`config.mk`:
```
export PLATFORM = sky130hd
export DESIGN_NAME = fste_unit
export DESIGN_NICKNAME = d
export VERILOG_FILES = /design/src/pkg/fste_pkg.sv /design/src/logic/fste_unit.sv
export SDC_FILE = /design/constraint.sdc
export NUM_CORES = 1
export LEC_CHECK = 0
export ABC_AREA = 0
export BUFFER_PORTS_ARGS = -buffer_cell sky130_fd_sc_hd__buf_2
export CELL_PAD_IN_SITES_DETAIL_PLACEMENT = 1
export CELL_PAD_IN_SITES_GLOBAL_PLACEMENT = 1
export CORE_AREA = 2 2 313 315
export DETAILED_ROUTE_END_ITERATION = 16
export DIE_AREA = 0 0 315 317
export HOLD_SLACK_MARGIN = 0.12
export PLACE_DENSITY_LB_ADDON = 0.1
export SYNTH_ARGS = -nofsm -noshare
export SYNTH_HDL_FRONTEND = slang
export SYNTH_SLANG_ARGS = --single-unit
```
`constraint.sdc`:
```
create_clock -name clk_i -period 3.2 [get_ports clk_i]
set_clock_uncertainty 0.05 [all_clocks]
set_input_delay 0.16 -clock clk_i [delete_from_list [all_inputs] [get_ports clk_i]]
set_output_delay 0.16 -clock clk_i [all_outputs]
set_load 0.03 [all_outputs]
```
`src/pkg/fste_pkg.sv`:
```
// Shared constants, types and operand classifier for the status, tag and exception unit.
package fste_pkg;

    // ************************************************************
    // Status word layout
    // ************************************************************
    localparam int SW_IE  = 0;
    localparam int SW_DE  = 1;
    localparam int SW_ZE  = 2;
    localparam int SW_OE  = 3;
    localparam int SW_UE  = 4;
    localparam int SW_PE  = 5;
    localparam int SW_SF  = 6;
    localparam int SW_ES  = 7;
    localparam int SW_C0  = 8;
    localparam int SW_C1  = 9;
    localparam int SW_C2  = 10;
    localparam int SW_C3  = 14;
    localparam logic [15:0] SW_RESET = 16'h0000;

    // ************************************************************
    // Control word layout
    // ************************************************************
    localparam int CW_IM    = 0;
    localparam int CW_DM    = 1;
    localparam int CW_OM    = 3;
    localparam int CW_UM    = 4;
    localparam int CW_PC_LO = 8;
    localparam int CW_RC_LO = 10;
    localparam int CW_IC    = 12;
    localparam logic [15:0] CW_RESET = 16'h037F;
    localparam logic [5:0]  EXC_MASK_ALL = 6'h3F;

    // Rounding control and precision encodings.
    localparam logic [1:0] RC_NEAREST = 2'h0;
    localparam logic [1:0] RC_DOWN    = 2'h1;
    localparam logic [1:0] RC_UP      = 2'h2;
    localparam logic [1:0] RC_CHOP    = 2'h3;
    localparam logic [1:0] PREC_EXT   = 2'h3;

    // ************************************************************
    // Tag codes and extended-format fields
    // ************************************************************
    localparam logic [1:0] TAG_VALID   = 2'h0;
    localparam logic [1:0] TAG_ZERO    = 2'h1;
    localparam logic [1:0] TAG_SPECIAL = 2'h2;
    localparam logic [1:0] TAG_EMPTY   = 2'h3;
    localparam int NUM_REGS = 8;
    localparam int EXP_MSB  = 78;
    localparam int EXP_LSB  = 64;
    localparam int JBIT     = 63;
    localparam int QBIT     = 62;
    localparam logic [14:0] EXP_ZERO = 15'h0000;
    localparam logic [14:0] EXP_MAX  = 15'h7FFF;

    typedef enum logic [2:0] {
        CL_VALID = 3'h0, CL_ZERO = 3'h1, CL_INF = 3'h2, CL_DENORM = 3'h3,
        CL_QNAN  = 3'h4, CL_SNAN = 3'h5, CL_UNSUP = 3'h6
    } fste_class_t;

    typedef enum logic [3:0] {
        OP_MOVE    = 4'h0, OP_ARITH   = 4'h1, OP_COMPARE  = 4'h2, OP_INT_STORE = 4'h3,
        OP_DEC_STO = 4'h4, OP_TRANSC  = 4'h5, OP_EXTRACT  = 4'h6, OP_PREM     = 4'h7,
        OP_PREM1   = 4'h8, OP_PTAN    = 4'h9
    } fste_kind_t;

    typedef enum logic [2:0] {
        EXC_NONE = 3'h0, EXC_INV = 3'h1, EXC_DEN = 3'h2, EXC_ZDIV = 3'h3,
        EXC_OVF  = 3'h4, EXC_UNF = 3'h5, EXC_PREC = 3'h6
    } fste_exc_t;

    typedef enum logic [1:0] {
        OVF_NONE = 2'h0, OVF_INF = 2'h1, OVF_MAX_FINITE = 2'h2
    } fste_ovf_t;

    // One finished operation as reported by the datapath.
    typedef struct packed {
        fste_kind_t kind;
        logic [2:0] src_a;
        logic [2:0] src_b;
        logic       two_src;
        logic       stack_dest;
        logic       uses_pc;
        logic       incomplete;
        logic       cc_wr;
        logic [3:0] cc_val;
        logic       zero_div;
        logic       res_overflow;
        logic       res_tiny;
        logic       res_inexact;
        logic       res_sign;
        logic       stack_ovf;
        logic       stack_unf;
    } fste_op_t;

    // Result handling returned to the datapath.
    typedef struct packed {
        logic        quiet_nan;
        logic        indefinite;
        logic        normalize;
        logic        exp_adjust;
        fste_ovf_t   ovf_sel;
        logic [1:0]  round_prec;
        fste_exc_t   first_exc;
    } fste_res_t;

    // Classifies an extended-precision value from its bits alone.
    function automatic fste_class_t fste_classify(input logic [79:0] v);
        logic [14:0] e;
        e = v[EXP_MSB:EXP_LSB];
        if (e == EXP_ZERO) begin
            fste_classify = (v[JBIT:0] == '0) ? CL_ZERO :
                            (v[JBIT] ? CL_UNSUP : CL_DENORM);
        end else if (!v[JBIT]) begin
            fste_classify = CL_UNSUP;
        end else if (e == EXP_MAX) begin
            fste_classify = (v[QBIT-1:0] == '0 && !v[QBIT]) ? CL_INF :
                            (v[QBIT] ? CL_QNAN : CL_SNAN);
        end else begin
            fste_classify = CL_VALID;
        end
    endfunction

    // Maps a class onto the two-bit tag code.
    function automatic logic [1:0] fste_tag_of(input fste_class_t c);
        case (c)
            CL_VALID: fste_tag_of = TAG_VALID;
            CL_ZERO:  fste_tag_of = TAG_ZERO;
            default:  fste_tag_of = TAG_SPECIAL;
        endcase
    endfunction

endpackage

```
`src/logic/fste_unit.sv`:
```
// Status word, tag word and exception signalling for the floating-point stack unit.
`timescale 1ns/1ns
`default_nettype none

// Overview of operation
// - Reset and the initialise instruction clear the four condition-code flags.
// - An incomplete partial remainder clears condition codes zero, one and three.
// - Condition code two flags an incomplete partial tangent.
// - Stack overflow or underflow sets invalid and stack fault; code one tells which.
// - Infinity-control bit is kept readable and writable; arithmetic stays affine.
// - Loaded tags reduce to empty (11) or non-empty (00, 01, 10).
// - Operands are classified from register contents, never from a loaded tag.
// - Saving the tag word recomputes tags of non-empty registers from contents.
// - Unsupported formats, pseudo-zero and unnormal included, are tagged 10.
// - Only quiet NaNs are produced; invalid for signalling NaNs and some quiet ones.
// - Pseudo and unnormal operands are never produced and raise invalid in every operation except a move.
// - Masked denormal operands are normalised instead of giving denormal results.
// - Transcendental and extract instructions raise the denormal exception too.
// - Masked overflow rounding toward zero gives the largest finite magnitude.
// - Unmasked overflow sets precision; stack results round per precision control.
// - Masked underflow is flagged only when tiny and inexact.
// - Unmasked underflow to stack adjusts exponent, then rounds to set precision.
// - Denormal exception priority is the same whether masked or not.
module fste_unit
    import fste_pkg::*;
(
    input  wire logic                 clk_i,
    input  wire logic                 reset_n_i,
    input  wire logic                 init_i,
    input  wire logic                 cw_wr_i,
    input  wire logic [15:0]          cw_data_i,
    input  wire logic                 sw_wr_i,
    input  wire logic [15:0]          sw_data_i,
    input  wire logic                 tag_load_i,
    input  wire logic [15:0]          tag_data_i,
    input  wire logic                 tag_save_i,
    input  wire logic                 reg_load_i,
    input  wire logic [2:0]           reg_load_idx_i,
    input  wire logic                 reg_free_i,
    input  wire logic [2:0]           reg_free_idx_i,
    input  wire logic [7:0][79:0]     reg_file_i,
    input  wire logic                 op_done_i,
    input  wire fste_op_t             op_i,
    output logic [15:0]               status_word_o,
    output logic [15:0]               control_word_o,
    output logic [15:0]               tag_word_o,
    output logic [7:0]                tag_empty_o,
    output fste_class_t               class_a_o,
    output fste_class_t               class_b_o,
    output fste_res_t                 res_ctl_o
);

    // ************************************************************
    // Operand classification
    // ************************************************************

    fste_class_t cls_a;
    fste_class_t cls_b;
    logic        any_snan;
    logic        any_qnan;
    logic        any_unsup;
    logic        any_denorm;
    logic        qnan_traps;
    logic        arith_kind;

    // Classes come straight from the register bits, whatever tag was loaded.
    always_comb begin
        cls_a = fste_classify(reg_file_i[op_i.src_a]);
        cls_b = op_i.two_src ? fste_classify(reg_file_i[op_i.src_b]) : CL_VALID;
    end

    // Operand summaries used by the flag logic.
    always_comb begin
        any_snan   = (cls_a == CL_SNAN)   || (cls_b == CL_SNAN);
        any_qnan   = (cls_a == CL_QNAN)   || (cls_b == CL_QNAN);
        any_unsup  = (cls_a == CL_UNSUP)  || (cls_b == CL_UNSUP);
        any_denorm = (cls_a == CL_DENORM) || (cls_b == CL_DENORM);
        qnan_traps = (op_i.kind == OP_COMPARE) || (op_i.kind == OP_INT_STORE) ||
                     (op_i.kind == OP_DEC_STO);
        arith_kind = (op_i.kind != OP_MOVE);
    end

    // ************************************************************
    // New exception conditions of the finishing operation
    // ************************************************************

    logic       ex_inv;
    logic       ex_den;
    logic       ex_ze;
    logic       ex_oe;
    logic       ex_ue;
    logic       ex_pe;
    logic       stack_fault;
    logic [5:0] cw_mask;
    logic [1:0] cw_rc;

    assign cw_mask = control_word_o[5:0];
    assign cw_rc   = control_word_o[CW_RC_LO+1:CW_RC_LO];

    // Invalid, denormal, overflow, underflow and precision conditions.
    always_comb begin
        stack_fault = op_i.stack_ovf || op_i.stack_unf;
        ex_inv = any_snan
               || (any_qnan && qnan_traps)
               || (any_unsup && arith_kind)
               || stack_fault;
        ex_den = any_denorm;
        ex_ze  = op_i.zero_div;
        ex_oe  = op_i.res_overflow;
        ex_ue  = op_i.res_tiny &&
                 (!cw_mask[CW_UM] || op_i.res_inexact);
        ex_pe  = op_i.res_inexact ||
                 (op_i.res_overflow && !cw_mask[CW_OM]);
    end

    // ************************************************************
    // Status word
    // ************************************************************

    logic [15:0] next_status;

    // Software write first, then new events ORed on top so a set wins a clear.
    always_comb begin
        next_status = status_word_o;
        if (sw_wr_i) begin
            next_status = sw_data_i;
        end
        if (op_done_i) begin
            next_status[SW_IE] = next_status[SW_IE] | ex_inv;
            next_status[SW_DE] = next_status[SW_DE] | ex_den;
            next_status[SW_ZE] = next_status[SW_ZE] | ex_ze;
            next_status[SW_OE] = next_status[SW_OE] | ex_oe;
            next_status[SW_UE] = next_status[SW_UE] | ex_ue;
            next_status[SW_PE] = next_status[SW_PE] | ex_pe;
            if (op_i.cc_wr) begin
                next_status[SW_C0] = op_i.cc_val[0];
                next_status[SW_C1] = op_i.cc_val[1];
                next_status[SW_C2] = op_i.cc_val[2];
                next_status[SW_C3] = op_i.cc_val[3];
            end
            if (op_i.kind == OP_PREM || op_i.kind == OP_PREM1) begin
                next_status[SW_C2] = op_i.incomplete;
                if (op_i.incomplete) begin
                    next_status[SW_C0] = 1'b0;
                    next_status[SW_C1] = 1'b0;
                    next_status[SW_C3] = 1'b0;
                end
            end
            if (op_i.kind == OP_PTAN) begin
                next_status[SW_C2] = op_i.incomplete;
            end
            if (stack_fault) begin
                next_status[SW_SF] = 1'b1;
                next_status[SW_C1] = op_i.stack_ovf;
            end
        end
        if (init_i) begin
            next_status = SW_RESET;
        end
        next_status[SW_ES] = |(next_status[SW_PE:SW_IE] & ~control_word_o[5:0]);
    end

    // Status register.
    always_ff @(posedge clk_i or negedge reset_n_i) begin
        if (!reset_n_i) begin
            status_word_o <= SW_RESET;
        end else begin
            status_word_o <= next_status;
        end
    end

    // ************************************************************
    // Control word
    // ************************************************************

    // Bit 12 is stored and read back but no logic here looks at it.
    always_ff @(posedge clk_i or negedge reset_n_i) begin
        if (!reset_n_i) begin
            control_word_o <= CW_RESET;
        end else if (init_i) begin
            control_word_o <= CW_RESET;
        end else if (cw_wr_i) begin
            control_word_o <= cw_data_i;
        end
    end

    // ************************************************************
    // Tag word
    // ************************************************************

    logic [7:0]  next_empty;
    logic [15:0] saved_tags;

    // Per register: empty bit update and tag recomputed from contents.
    for (genvar i = 0; i < NUM_REGS; i++) begin : g_tag
        always_comb begin
            next_empty[i] = tag_empty_o[i];
            if (reg_free_i && reg_free_idx_i == 3'(i)) begin
                next_empty[i] = 1'b1;
            end
            if (reg_load_i && reg_load_idx_i == 3'(i)) begin
                next_empty[i] = 1'b0;
            end
            if (tag_load_i) begin
                next_empty[i] = (tag_data_i[2*i+1:2*i] == TAG_EMPTY);
            end
            if (init_i) begin
                next_empty[i] = 1'b1;
            end
        end
        assign saved_tags[2*i+1:2*i] = tag_empty_o[i] ? TAG_EMPTY :
            fste_tag_of(fste_classify(reg_file_i[i]));
    end

    // Empty bits; only the empty or non-empty fact of a loaded tag is kept.
    always_ff @(posedge clk_i or negedge reset_n_i) begin
        if (!reset_n_i) begin
            tag_empty_o <= '1;
        end else begin
            tag_empty_o <= next_empty;
        end
    end

    // Tag word presented for a save, captured from fresh classification.
    always_ff @(posedge clk_i or negedge reset_n_i) begin
        if (!reset_n_i) begin
            tag_word_o <= '1;
        end else if (tag_save_i) begin
            tag_word_o <= saved_tags;
        end
    end

    // ************************************************************
    // Result control
    // ************************************************************

    fste_res_t next_res;

    // Priority of the first exception is fixed and ignores the masks.
    always_comb begin
        next_res = '0;
        next_res.first_exc = ex_inv ? EXC_INV :
                             ex_den ? EXC_DEN :
                             ex_ze  ? EXC_ZDIV :
                             ex_oe  ? EXC_OVF :
                             ex_ue  ? EXC_UNF :
                             ex_pe  ? EXC_PREC : EXC_NONE;
        next_res.quiet_nan  = any_snan || any_qnan;
        next_res.indefinite = ex_inv && cw_mask[CW_IM] && !(any_snan || any_qnan);
        next_res.normalize  = ex_den && cw_mask[CW_DM];
        next_res.round_prec = op_i.uses_pc ? control_word_o[CW_PC_LO+1:CW_PC_LO] :
                              PREC_EXT;
        next_res.exp_adjust = op_i.stack_dest &&
                              ((ex_oe && !cw_mask[CW_OM]) ||
                               (op_i.res_tiny && !cw_mask[CW_UM]));
        if (ex_oe && cw_mask[CW_OM]) begin
            case (cw_rc)
                RC_CHOP: next_res.ovf_sel = OVF_MAX_FINITE;
                RC_DOWN: next_res.ovf_sel = op_i.res_sign ? OVF_INF : OVF_MAX_FINITE;
                RC_UP:   next_res.ovf_sel = op_i.res_sign ? OVF_MAX_FINITE : OVF_INF;
                default: next_res.ovf_sel = OVF_INF;
            endcase
        end
    end

    // Result control and operand classes registered with each operation.
    always_ff @(posedge clk_i or negedge reset_n_i) begin
        if (!reset_n_i) begin
            res_ctl_o <= '0;
            class_a_o <= CL_VALID;
            class_b_o <= CL_VALID;
        end else if (op_done_i) begin
            res_ctl_o <= next_res;
            class_a_o <= cls_a;
            class_b_o <= cls_b;
        end
    end

    // ************************************************************
    // Assertions
    // ************************************************************

    AST_INIT_CC: assert property (@(posedge clk_i) disable iff (!reset_n_i)
        init_i |=> (status_word_o[SW_C0] == 1'b0 && status_word_o[SW_C1] == 1'b0 &&
                    status_word_o[SW_C2] == 1'b0 && status_word_o[SW_C3] == 1'b0))
        else $error("Condition codes not cleared after init.");

    AST_PREM_INC: assert property (@(posedge clk_i) disable iff (!reset_n_i)
        (op_done_i && !init_i && op_i.incomplete && !stack_fault &&
         (op_i.kind == OP_PREM || op_i.kind == OP_PREM1))
        |=> (status_word_o[SW_C0] == 1'b0 && status_word_o[SW_C1] == 1'b0 &&
             status_word_o[SW_C3] == 1'b0 && status_word_o[SW_C2] == 1'b1))
        else $error("Incomplete remainder left wrong condition codes.");

    AST_PTAN_C2: assert property (@(posedge clk_i) disable iff (!reset_n_i)
        (op_done_i && !init_i && op_i.kind == OP_PTAN)
        |=> (status_word_o[SW_C2] == $past(op_i.incomplete)))
        else $error("Tangent incomplete flag wrong.");

    AST_STACK_FAULT: assert property (@(posedge clk_i) disable iff (!reset_n_i)
        (op_done_i && !init_i && stack_fault)
        |=> (status_word_o[SW_IE] && status_word_o[SW_SF] &&
             status_word_o[SW_C1] == $past(op_i.stack_ovf)))
        else $error("Stack fault not flagged correctly.");

    AST_TAG_LOAD: assert property (@(posedge clk_i) disable iff (!reset_n_i)
        (tag_load_i && !init_i) |=> (tag_empty_o[0] == ($past(tag_data_i[1:0]) == TAG_EMPTY)))
        else $error("Loaded tag not reduced to empty or non-empty.");

    AST_TAG_SAVE: assert property (@(posedge clk_i) disable iff (!reset_n_i)
        (tag_save_i && !tag_empty_o[4] && fste_classify(reg_file_i[4]) == CL_UNSUP)
        |=> (tag_word_o[9:8] == TAG_SPECIAL))
        else $error("Unsupported format not tagged special.");

    AST_SNAN_INV: assert property (@(posedge clk_i) disable iff (!reset_n_i)
        (op_done_i && !init_i && any_snan) |=> (status_word_o[SW_IE] && res_ctl_o.quiet_nan))
        else $error("Signalling NaN did not raise invalid.");

    AST_OVF_CHOP: assert property (@(posedge clk_i) disable iff (!reset_n_i)
        (op_done_i && op_i.res_overflow && cw_mask[CW_OM] && cw_rc == RC_CHOP)
        |=> (res_ctl_o.ovf_sel == OVF_MAX_FINITE))
        else $error("Chopped masked overflow did not give largest finite.");

    AST_OVF_PE: assert property (@(posedge clk_i) disable iff (!reset_n_i)
        (op_done_i && !init_i && op_i.res_overflow && !cw_mask[CW_OM])
        |=> status_word_o[SW_PE])
        else $error("Unmasked overflow did not set precision flag.");

    AST_UNF_MASK: assert property (@(posedge clk_i) disable iff (!reset_n_i)
        (op_done_i && !sw_wr_i && !status_word_o[SW_UE] && cw_mask[CW_UM] &&
         op_i.res_tiny && !op_i.res_inexact) |=> !status_word_o[SW_UE])
        else $error("Masked exact tiny result raised underflow.");

    AST_STICKY: assert property (@(posedge clk_i) disable iff (!reset_n_i)
        (status_word_o[SW_IE] && !sw_wr_i && !init_i) |=> status_word_o[SW_IE])
        else $error("Invalid flag dropped without a clear.");

endmodule // fste_unit

`default_nettype wire

```
After elaboration in Yosys (flattened, before gate mapping). Index checks and enable logic that the tools add are counted.

Output and inout port bits: 73. Flip-flop bits (word level): 73. Word-level logic and storage cells: 354.

Reductions and logical operators: 116. Bitwise operators: 8. Muxes and demuxes: 150. Order comparisons: 2. Equality and inequality tests: 57.

Operators by type and width (count): 64-bit zero test (10); 62-bit zero test (10); 80-bit binary-select mux with 3-bit select (2); 3-bit two-way mux (70); 79-bit two-way mux (2); 15-bit == test (second input constant) (10); 15-bit zero test (10); 16-bit two-way mux (4); 1-bit two-way mux (49); 3-bit == test (second input constant) (14); 1-bit logical AND (36); 4-bit nonzero test (9); 2-bit one-hot mux with 2 select lines (8); 3-bit by 1-bit == test with 1-bit output (second input constant) (10); 3-bit zero test (10); 2-bit two-way mux (13); 2-bit == test (second input constant) (10); 3-bit by 2-bit == test with 1-bit output (second input constant) (6); 1-bit logical OR (15); 1-bit zero test (13); 4-bit by 2-bit == test with 1-bit output (second input constant) (2); 4-bit by 3-bit == test with 1-bit output (second input constant) (2); 4-bit == test (second input constant) (2); 3-bit by 4-bit < comparator with 1-bit output (second input constant) (2); other kinds (8) (14).

Longest topological paths before layout. Gate-level depths: netlist of run 1.

Depth after elaboration: 20. Gate-level depth with buffers: 12. Mapped depth without buffers: 9.

Worst setup path before layout of run 1. Ideal clock, no wire load.

Path kind: input to register. Start: input port op_i[21] (netlist bit). End: register res_ctl_o[9] (netlist bit). Arrival time: 2.421 ns. Required time: 3.028 ns. Cell stages on the path: 12. Path slack: 0.607 ns. Path through: buf_6 > buf_6 > buf_6 > mux4_2 > mux2i_1 > o2111ai_1 > nor4_2 > nand3_2 > xnor2_2 > a22oi_1 > nand3_1 > a32o_1.

Cells in the longest elaborated chain, start to end: 16. Elaborated cells between the ends (all ways): 30. Classes of those cells: eq/ne: 4; mux: 9; reduce/logical: 17.

Ends and longest elaborated chain: start, declared (line fste_unit.sv:43) `input wire fste_op_t op_i,`; 80-bit binary-select mux with 3-bit select (*) (line fste_unit.sv:68) `cls_a = fste_classify(reg_file_i[op_i.src_a]);`; 79-bit two-way mux (implied by the code) (*) (line fste_unit.sv:68); 62-bit zero test or 1-bit zero test (tied branches) (line fste_pkg.sv:117) `fste_classify = (v[QBIT-1:0] == '0 && !v[QBIT]) ? CL_INF :`; 1-bit logical AND (line fste_pkg.sv:117); 3-bit two-way mux (line fste_pkg.sv:117); 3-bit two-way mux (line fste_pkg.sv:116) `end else if (e == EXP_MAX) begin`; 3-bit two-way mux (line fste_pkg.sv:114) `end else if (!v[JBIT]) begin`; 3-bit two-way mux (*) (line fste_pkg.sv:111) `if (e == EXP_ZERO) begin`; 3-bit == test (line fste_unit.sv:75) `any_qnan = (cls_a == CL_QNAN) || (cls_b == CL_QNAN);`; 1-bit logical OR (line fste_unit.sv:75); 1-bit logical AND (line fste_unit.sv:104) `|| (any_qnan && qnan_traps)`; 1-bit logical OR (line fste_unit.sv:104); 1-bit logical OR (line fste_unit.sv:105) `|| (any_unsup && arith_kind)`; 1-bit logical OR (line fste_unit.sv:106) `|| stack_fault;`; 1-bit logical AND (line fste_unit.sv:249) `next_res.indefinite = ex_inv && cw_mask[CW_IM] && !(any_snan || any_qnan);`; 1-bit logical AND (*) (line fste_unit.sv:249); end signal, assigned (line fste_unit.sv:273) `res_ctl_o <= next_res;`; end, declared (line fste_unit.sv:50) `output fste_res_t res_ctl_o`.

Mark *: on every way between the ends. The rest lies on a longest branch, timed or not. The select of a mux whose other input is x is not followed. A chain may end at the register's enable or synchronous reset.

Worst setup path in the final report of run 1.
Start: input port reg_file_i[536] (netlist bit). End: register res_ctl_o[9] (netlist bit).

Cells in the longest elaborated chain, start to end: 17. Elaborated cells between the ends (all ways): 39. Classes of those cells: eq/ne: 6; mux: 15; reduce/logical: 18.

Ends and longest elaborated chain: start, declared (line fste_unit.sv:41) `input wire logic [7:0][79:0] reg_file_i,`; 80-bit binary-select mux with 3-bit select (line fste_unit.sv:69) `cls_b = op_i.two_src ? fste_classify(reg_file_i[op_i.src_b]) : CL_VALID;`; 79-bit two-way mux (implied by the code) (line fste_unit.sv:69); 62-bit zero test (line fste_pkg.sv:117); 1-bit logical AND (line fste_pkg.sv:117); 3-bit two-way mux (line fste_pkg.sv:117); 3-bit two-way mux (line fste_pkg.sv:116); 3-bit two-way mux (line fste_pkg.sv:114); 3-bit two-way mux (line fste_pkg.sv:111); 3-bit two-way mux (line fste_unit.sv:69); 3-bit == test (line fste_unit.sv:75); 1-bit logical OR (line fste_unit.sv:75); 1-bit logical AND (line fste_unit.sv:104); 1-bit logical OR (line fste_unit.sv:104); 1-bit logical OR (line fste_unit.sv:105); 1-bit logical OR (line fste_unit.sv:106); 1-bit logical AND (line fste_unit.sv:249); 1-bit logical AND (*) (line fste_unit.sv:249).

Marked as above.

==> impl_metrics.ini, run 1 <==
[status]
outcome = completed

[synthesis]
yosys_warnings = 0
ys_types = 77
synth_common_cells = 139 x nor4_1, 133 x nor2_1, 104 x nand2_1, 64 x nand4_1, 59 x nand3_1
yosysMostFrequentCell = nor4_1
synth_top_area_frac = 0.1134
ys.flop_type = dfrtp_1
async_flop_share = 1.000
synth_edf_count = 0
syn_area_um2 = 8936
synthCells = 1103
yosysTopAreaCell = mux4_2
seq_area_frac_synth = 0.2090
syn-num-nets = 1833
synth_area_leaders = mux4_2 11%, dfrtp_1 11%, nor4_1 9.7%, dfstp_2 9.7%, mux2i_1 6.5%
syn_avg_cell_area_um2 = 8.102
ys_ff_latch = 73

[clocking]
htree_levels = 3
clock_path_buffers = 2
cts_made_buffers = 9
cts_tree = built
cts_setup_buffers = 0
cts_num_sinks = 73
clockRootBuffer = clkbuf_16
clkTransAtPathRegs_ns = 0.06
insertion_delay_ns = 0.35

[worst_setup_path]
crit_slowest_cell = or4_1
crit_family = simple AND/OR/NAND/NOR gates
r2r_slack_ns = 1.22
crit_start = reg_file_i[536]
cp_max_fo = 2
crit_top_cell = or4_1
critPathMaxStageDelay_ns = 0.63
r2r_end = status_word_o[7]
cp-start-kind = input port
critPathCapture = res_ctl_o[9]
end_kind = flop
cp.depth = 11
r2r_start = control_word_o[4]
path_class = input port to flop
cp_data_arrival_time_ns = 3.18
cp_cell_sequence = buf_2 -> or4_1 -> o41ai_2 -> a31oi_1 -> or4_1 -> nor4_1 -> buf_4 -> a21oi_1 -> a22oi_1 -> nand3_1 -> a32o_1
reg2reg_depth = 7
cp.buffers_inverters = 2
cp.required_ns = 3.39

[timing]
clock.fmax_mhz = 334.7
final.min_clock_period_ns = 2.988
rsz0062_at_grt = false
slew_headroom = 0.4023
setup_violations = 0
hold_viol = 0
tightestPinTransition_ns = 0.8966
timing.final.max_slew_violations = 0
period_share = 0.9337

[drt]
drc = 0
drt-wirelength-per-cell_um = 27.61
via_count = 13956
totalWireLength_um = 92520
first_pass_iters = 5
dr.first_iter.drc_count = 641
ant_nets = 0
viasPerCell = 4.165

[global_routing]
antenna_found_initial = 36
grt_use_total = 0.1776
grt_pass1_vias = 15194
grt_first_pass_wirelength_um = 123000
grt_max_degree = 61
grt_overflow = 0

[floorplan]
die_area_um2 = 99860
die_w_um = 315
io_pins = 803
placementRows = 114
fp.dieH_um = 317
initial_core_util = 0.09281
core-area_um2 = 96280

[finish]
area_delta_synth_final_pct = 82.58
design_area_um2 = 16320
num-nets-final = 2780
drive_above_1_share = 0.5148
final_cells = 3351

[placed_design]
placement.io_buffers = 793
hpwlAfterDp_um = 83770
globalplace.congestion = 0.8872
post_dp_cell_area_um2 = 15400
placed_cells = 3265

[pwr]
power.internal_uw = 2607
ir_worst_vdd_mv = 0.2553
seqPwrFrac = 0.256
cellPowerDensity_nw_per_um2 = 255.9
power.share.clock = 0.295
comb_power_share = 0.450
p_sw_frac = 0.3757
p_leak_uw = 0.007087
power_switching_uw = 1569

[flow_run]
max_cap_violations = 0

[min_path]
worstHoldPathType = input port to flop
==> logic make-up after synthesis <==
| group | synth area share |
|---|---|
| AOI/OAI and AO/OA | 0.1336 |
| xor gates and xnor gates | 0.002801 |
| buffers and inverters | 0.03864 |
| DFF | 0.2090 |
| muxes | 0.2242 |
| and+or+nand+nor | 0.3918 |
==> tightest hold or removal path: stages <==
cell     delay [ns]
buf_2          0.07
mux2i_1        0.06
a21oi_1        0.18
==> area by class of cell <==
| cell class | count | area, um2 |
|---|---|---|
| well taps | 1276 | 1597 |
| inverters | 23 | 86.33 |
| fillers | 11667 | 79960 |
| diodes | 20 | 50.05 |
| repair buffers | 983 | 5625 |
| multi-input cells | 960 | 6736 |
| flip-flops and latches | 73 | 1868 |
| clock inverters | 6 | 113.9 |
| clock buffers | 10 | 239.0 |
==> power by group through the flow <==
| stage | registers (uW) | clock network [uW] | logic [uW] |
|---|---|---|---|
| after detailed placement | 1090 | 0 | 1850 |
| after global routing | 1080 | 1320 | 2020 |
| after global placement | 1090 | 0 | 1840 |
| after floorplan | 1220 | 0 | 562 |
| after CTS | 1070 | 1280 | 1910 |
| final | 1070 | 1230 | 1880 |
==> worst min path at each step <==
stage            startpoint                 end  slack, ns  cells after the start
2_1_floorplan     reset_n_i        class_a_o[0]      -0.19                      0
4_1_cts        sw_data_i[5]    status_word_o[5]       0.12                      3
6_report       sw_data_i[4]    status_word_o[4]       0.14                      3
3_3_place_gp      reset_n_i  control_word_o[11]       0.29                      1
3_5_place_dp      reset_n_i  control_word_o[11]       0.30                      1
5_1_grt        sw_data_i[4]    status_word_o[4]       0.14                      3
==> cell usage in the layout (no fill, tap or decap), drive strengths merged, types with 5 or more instances in the layout <==
cell	Yosys	routed
a211oi	6	6
mux4	58	58
dfrtp	40	40
and2	5	5
o211ai	6	6
a21oi	37	37
inv	22	23
or4	17	17
nand4b	5	5
clkbuf	19	11
a31oi	24	24
nor4	142	142
o21ai	37	37
dfstp	33	33
diode	0	20
nor2b	8	8
nor2	134	134
nor3	51	51
or3	11	11
or2	6	6
nand2	104	104
o22ai	17	17
nand4	64	64
buf	28	932
nand2b	19	19
a22oi	8	8
nand3	60	60
mux2i	58	58
mux2	6	6
dlygate4sd3	0	50
==> layer usage <==
metal,GRT usage,vias up,wire [um]
li1,-,6401,-
met1,0.2185,6922,39360
met2,0.3159,550,46060
met3,0.03972,69,5706
met4,0.03463,14,1314
met5,0.005208,-,77
==> registers in the layout, summed over array words and instances, names as in the netlist <==
register	count
control_word_o	16
class_b_o	3
class_a_o	3
res_ctl_o	11
status_word_o	16
tag_word_o	16
tag_empty_o	8
==> metrics by stage <==
| step | setup TNS, ns | setup slack (ns) | power [uW] | utilization | hold slack, ns |
|---|---|---|---|---|---|
| after floorplan | 0 | 0.6074 | 1777 | - | -0.1856 |
| after global placement | -3.553 | -0.4098 | 2926 | 0.1599 | 0.2949 |
| after detailed placement | -3.668 | -0.4038 | 2933 | 0.1599 | 0.2974 |
| after CTS | 0 | 0.08650 | 4260 | 0.1688 | 0.1228 |
| after global routing | 0 | 0.01233 | 4423 | 0.1693 | 0.1379 |
| final | 0 | 0.2122 | 4175 | 0.1695 | 0.1382 |
==> repair_timing <==
| item | in CTS | in global routing |
|---|---|---|
| resized for setup | 1 | 2 |
| endpoints found under the setup margin | 5 | 5 |
| hold endpoints to repair | 84 | 0 |
| hold buffers | 50 | 0 |
Note: power is estimated with default switching activity, not from simulation.
==> inputs of run 2 (changes only) <==
--- a/config.mk
+++ b/config.mk
@@ -8,10 +8,10 @@
 export ABC_AREA = 0
 export BUFFER_PORTS_ARGS = -buffer_cell sky130_fd_sc_hd__buf_2
 export CELL_PAD_IN_SITES_DETAIL_PLACEMENT = 1
-export CELL_PAD_IN_SITES_GLOBAL_PLACEMENT = 1
-export CORE_AREA = 2 2 313 315
+export CELL_PAD_IN_SITES_GLOBAL_PLACEMENT = 2
+export CORE_AREA = 4 4 307 309
 export DETAILED_ROUTE_END_ITERATION = 16
-export DIE_AREA = 0 0 315 317
+export DIE_AREA = 0 0 311 313
 export HOLD_SLACK_MARGIN = 0.12
 export PLACE_DENSITY_LB_ADDON = 0.1
 export SYNTH_ARGS = -nofsm -noshare
==> run 2 against run 1 <==
Against the previous run:
- core utilization rose by 0.60 points
- non-clock buffer count shrank 9
- critical path depth down 1
- worst hold slack lost 0.0046 ns
- highest routed layer unchanged
==> impl_metrics.ini, run 2 (synthesis results as in run 1) <==
[worst_setup_path]
cp.required_ns = 3.39
cp.depth = 10
path_class = input port to flop
cp.buffers_inverters = 2
crit_slowest_cell = nor4_1
cp_data_arrival_time_ns = 3.21
cp_cell_sequence = buf_2 -> mux4_1 -> mux2i_1 -> buf_4 -> or4b_1 -> nor4_1 -> a221o_1 -> a31oi_1 -> and3_4 -> a32o_1
r2r_slack_ns = 1.04
end_kind = flop
cp_max_fo = 14
reg2reg_depth = 7
critPathMaxStageDelay_ns = 0.63
crit_family = simple AND/OR/NAND/NOR gates
cp-start-kind = input port

[global_routing]
grt_use_met3 = 0.04767
grtUsageMet2 = 0.3259
grt_pass1_vias = 15431
antenna_found_initial = 23
grt_max_degree = 55
grt_use_total = 0.1829
grt_first_pass_wirelength_um = 126300
grt_overflow = 0
grtUsageMet1 = 0.2244
grt_busiest_layer = met2

[floorplan]
io_pins = 803
die_w_um = 311
initial_core_util = 0.09778
fp.dieH_um = 313
placementRows = 111
die_area_um2 = 97340
core-area_um2 = 91390

[pwr]
seqPwrFrac = 0.267
comb_power_share = 0.469
power.share.clock = 0.264
p_sw_frac = 0.3942
power.internal_uw = 2419
power_switching_uw = 1574
ir_worst_vdd_mv = 0.1609
p_leak_uw = 0.007020
cellPowerDensity_nw_per_um2 = 249.0

[timing]
clock.fmax_mhz = 331.4
period_share = 0.9431
timing.final.max_slew_violations = 0
timing.hold.ws_ns = 0.1336
hold_viol = 0
tightestPinTransition_ns = 0.7869
setup_violations = 0
worst_slack_ns = 0.1821
slew_headroom = 0.4754
rsz0062_at_grt = false
final.min_clock_period_ns = 3.018

[status]
outcome = completed

[min_path]
worstHoldPathType = input port to flop
holdPathStages = 3

[drt]
dr.first_iter.drc_count = 810
via_count = 13832
drc = 0
ant_nets = 0
first_pass_iters = 5
totalWireLength_um = 92970
drt-wirelength-per-cell_um = 28.66
viasPerCell = 4.264

[finish]
area_delta_synth_final_pct = 79.46
drive_above_1_share = 0.5122
layout_commonest_cell = buf_2
num-nets-final = 2771
reg_top3 = control_word_o (16), status_word_o (16), tag_word_o (16)
layout_common_cells = 792 x buf_2, 139 x nor4_1, 133 x nor2_1

[clocking]
cts_setup_buffers = 0
insertion_delay_ns = 0.35
clock_path_buffers = 2
cts_tree = built
clockRootBuffer = clkbuf_16
cts_num_sinks = 73
cts_made_buffers = 9
clkTransAtPathRegs_ns = 0.07
htree_levels = 3

[placed_design]
globalplace.congestion = 0.9357
pre_cts_slack_ns = -0.2426
placement.io_buffers = 793
hpwlAfterDp_um = 84220

[flow_run]
max_cap_violations = 0
run 2: worst min-delay path: cells and delay by family:
kind                   cells  cell delay (ns)
AO/OA/AOI/OAI              1             0.09
buffers and inverters      1             0.10
multiplexers               1             0.13
run 2: repair_timing:
action / in CTS / in global routing
hold buffers: 50 / 0
hold endpoints to repair: 81 / 0
setup endpoints to repair: 0 / 1
resized for setup: 0 / 1
run 2: through the flow:
step | total power, uW | utilization | cell area (um2) | instances | TNS, ns
2_1_floorplan | 1777 | - | 8936 | 1103 | 0
3_3_place_gp | 2921 | 0.1664 | 15200 | 3166 | -0.9969
3_5_place_dp | 2927 | 0.1664 | 15200 | 3166 | -1.157
4_1_cts | 4071 | 0.1751 | 16000 | 3232 | 0
5_1_grt | 4225 | 0.1753 | 16020 | 3239 | 0
6_report | 3993 | 0.1755 | 16040 | 3244 | 0
run 2: final timing paths:
path	to	start
min in group asynchronous	control_word_o[12]	reset_n_i
worst min register to register	res_ctl_o[6]	res_ctl_o[6]
max in group asynchronous	tag_word_o[6]	reset_n_i
worst min-delay path	status_word_o[9]	sw_data_i[9]
worst max-delay path	res_ctl_o[2]	op_i[21]
worst max register to register	status_word_o[7]	control_word_o[4]
run 2: layout make-up:
cell class | instances | area (um2)
Fill cell | 11120 | 75350
Multi-Input combinational cell | 960 | 6730
Timing Repair Buffer | 974 | 5543
Sequential cell | 73 | 1868
Tap cell | 1186 | 1484
Clock buffer | 9 | 225.2
Inverter | 23 | 86.33
Clock inverter | 7 | 70.07
Antenna cell | 12 | 30.03
run 2: power by group through the flow:
stage                     sequential (uW)  combinational (uW)  clock [uW]
final                                1060                1870        1060
after global routing                 1080                2020        1130
after CTS                            1070                1900        1100
after detailed placement             1080                1840           0
after global placement               1080                1840           0
after floorplan                      1220                 562           0
run 2: metal layers:
| layer | share of wire | routed length, um | up-vias |
|---|---|---|---|
| met5 | 0.0013 | 118 | - |
| met1 | 0.42 | 39360 | 6801 |
| met3 | 0.066 | 6117 | 72 |
| li1 | - | - | 6361 |
| met4 | 0.014 | 1270 | 20 |
| met2 | 0.50 | 46100 | 578 |
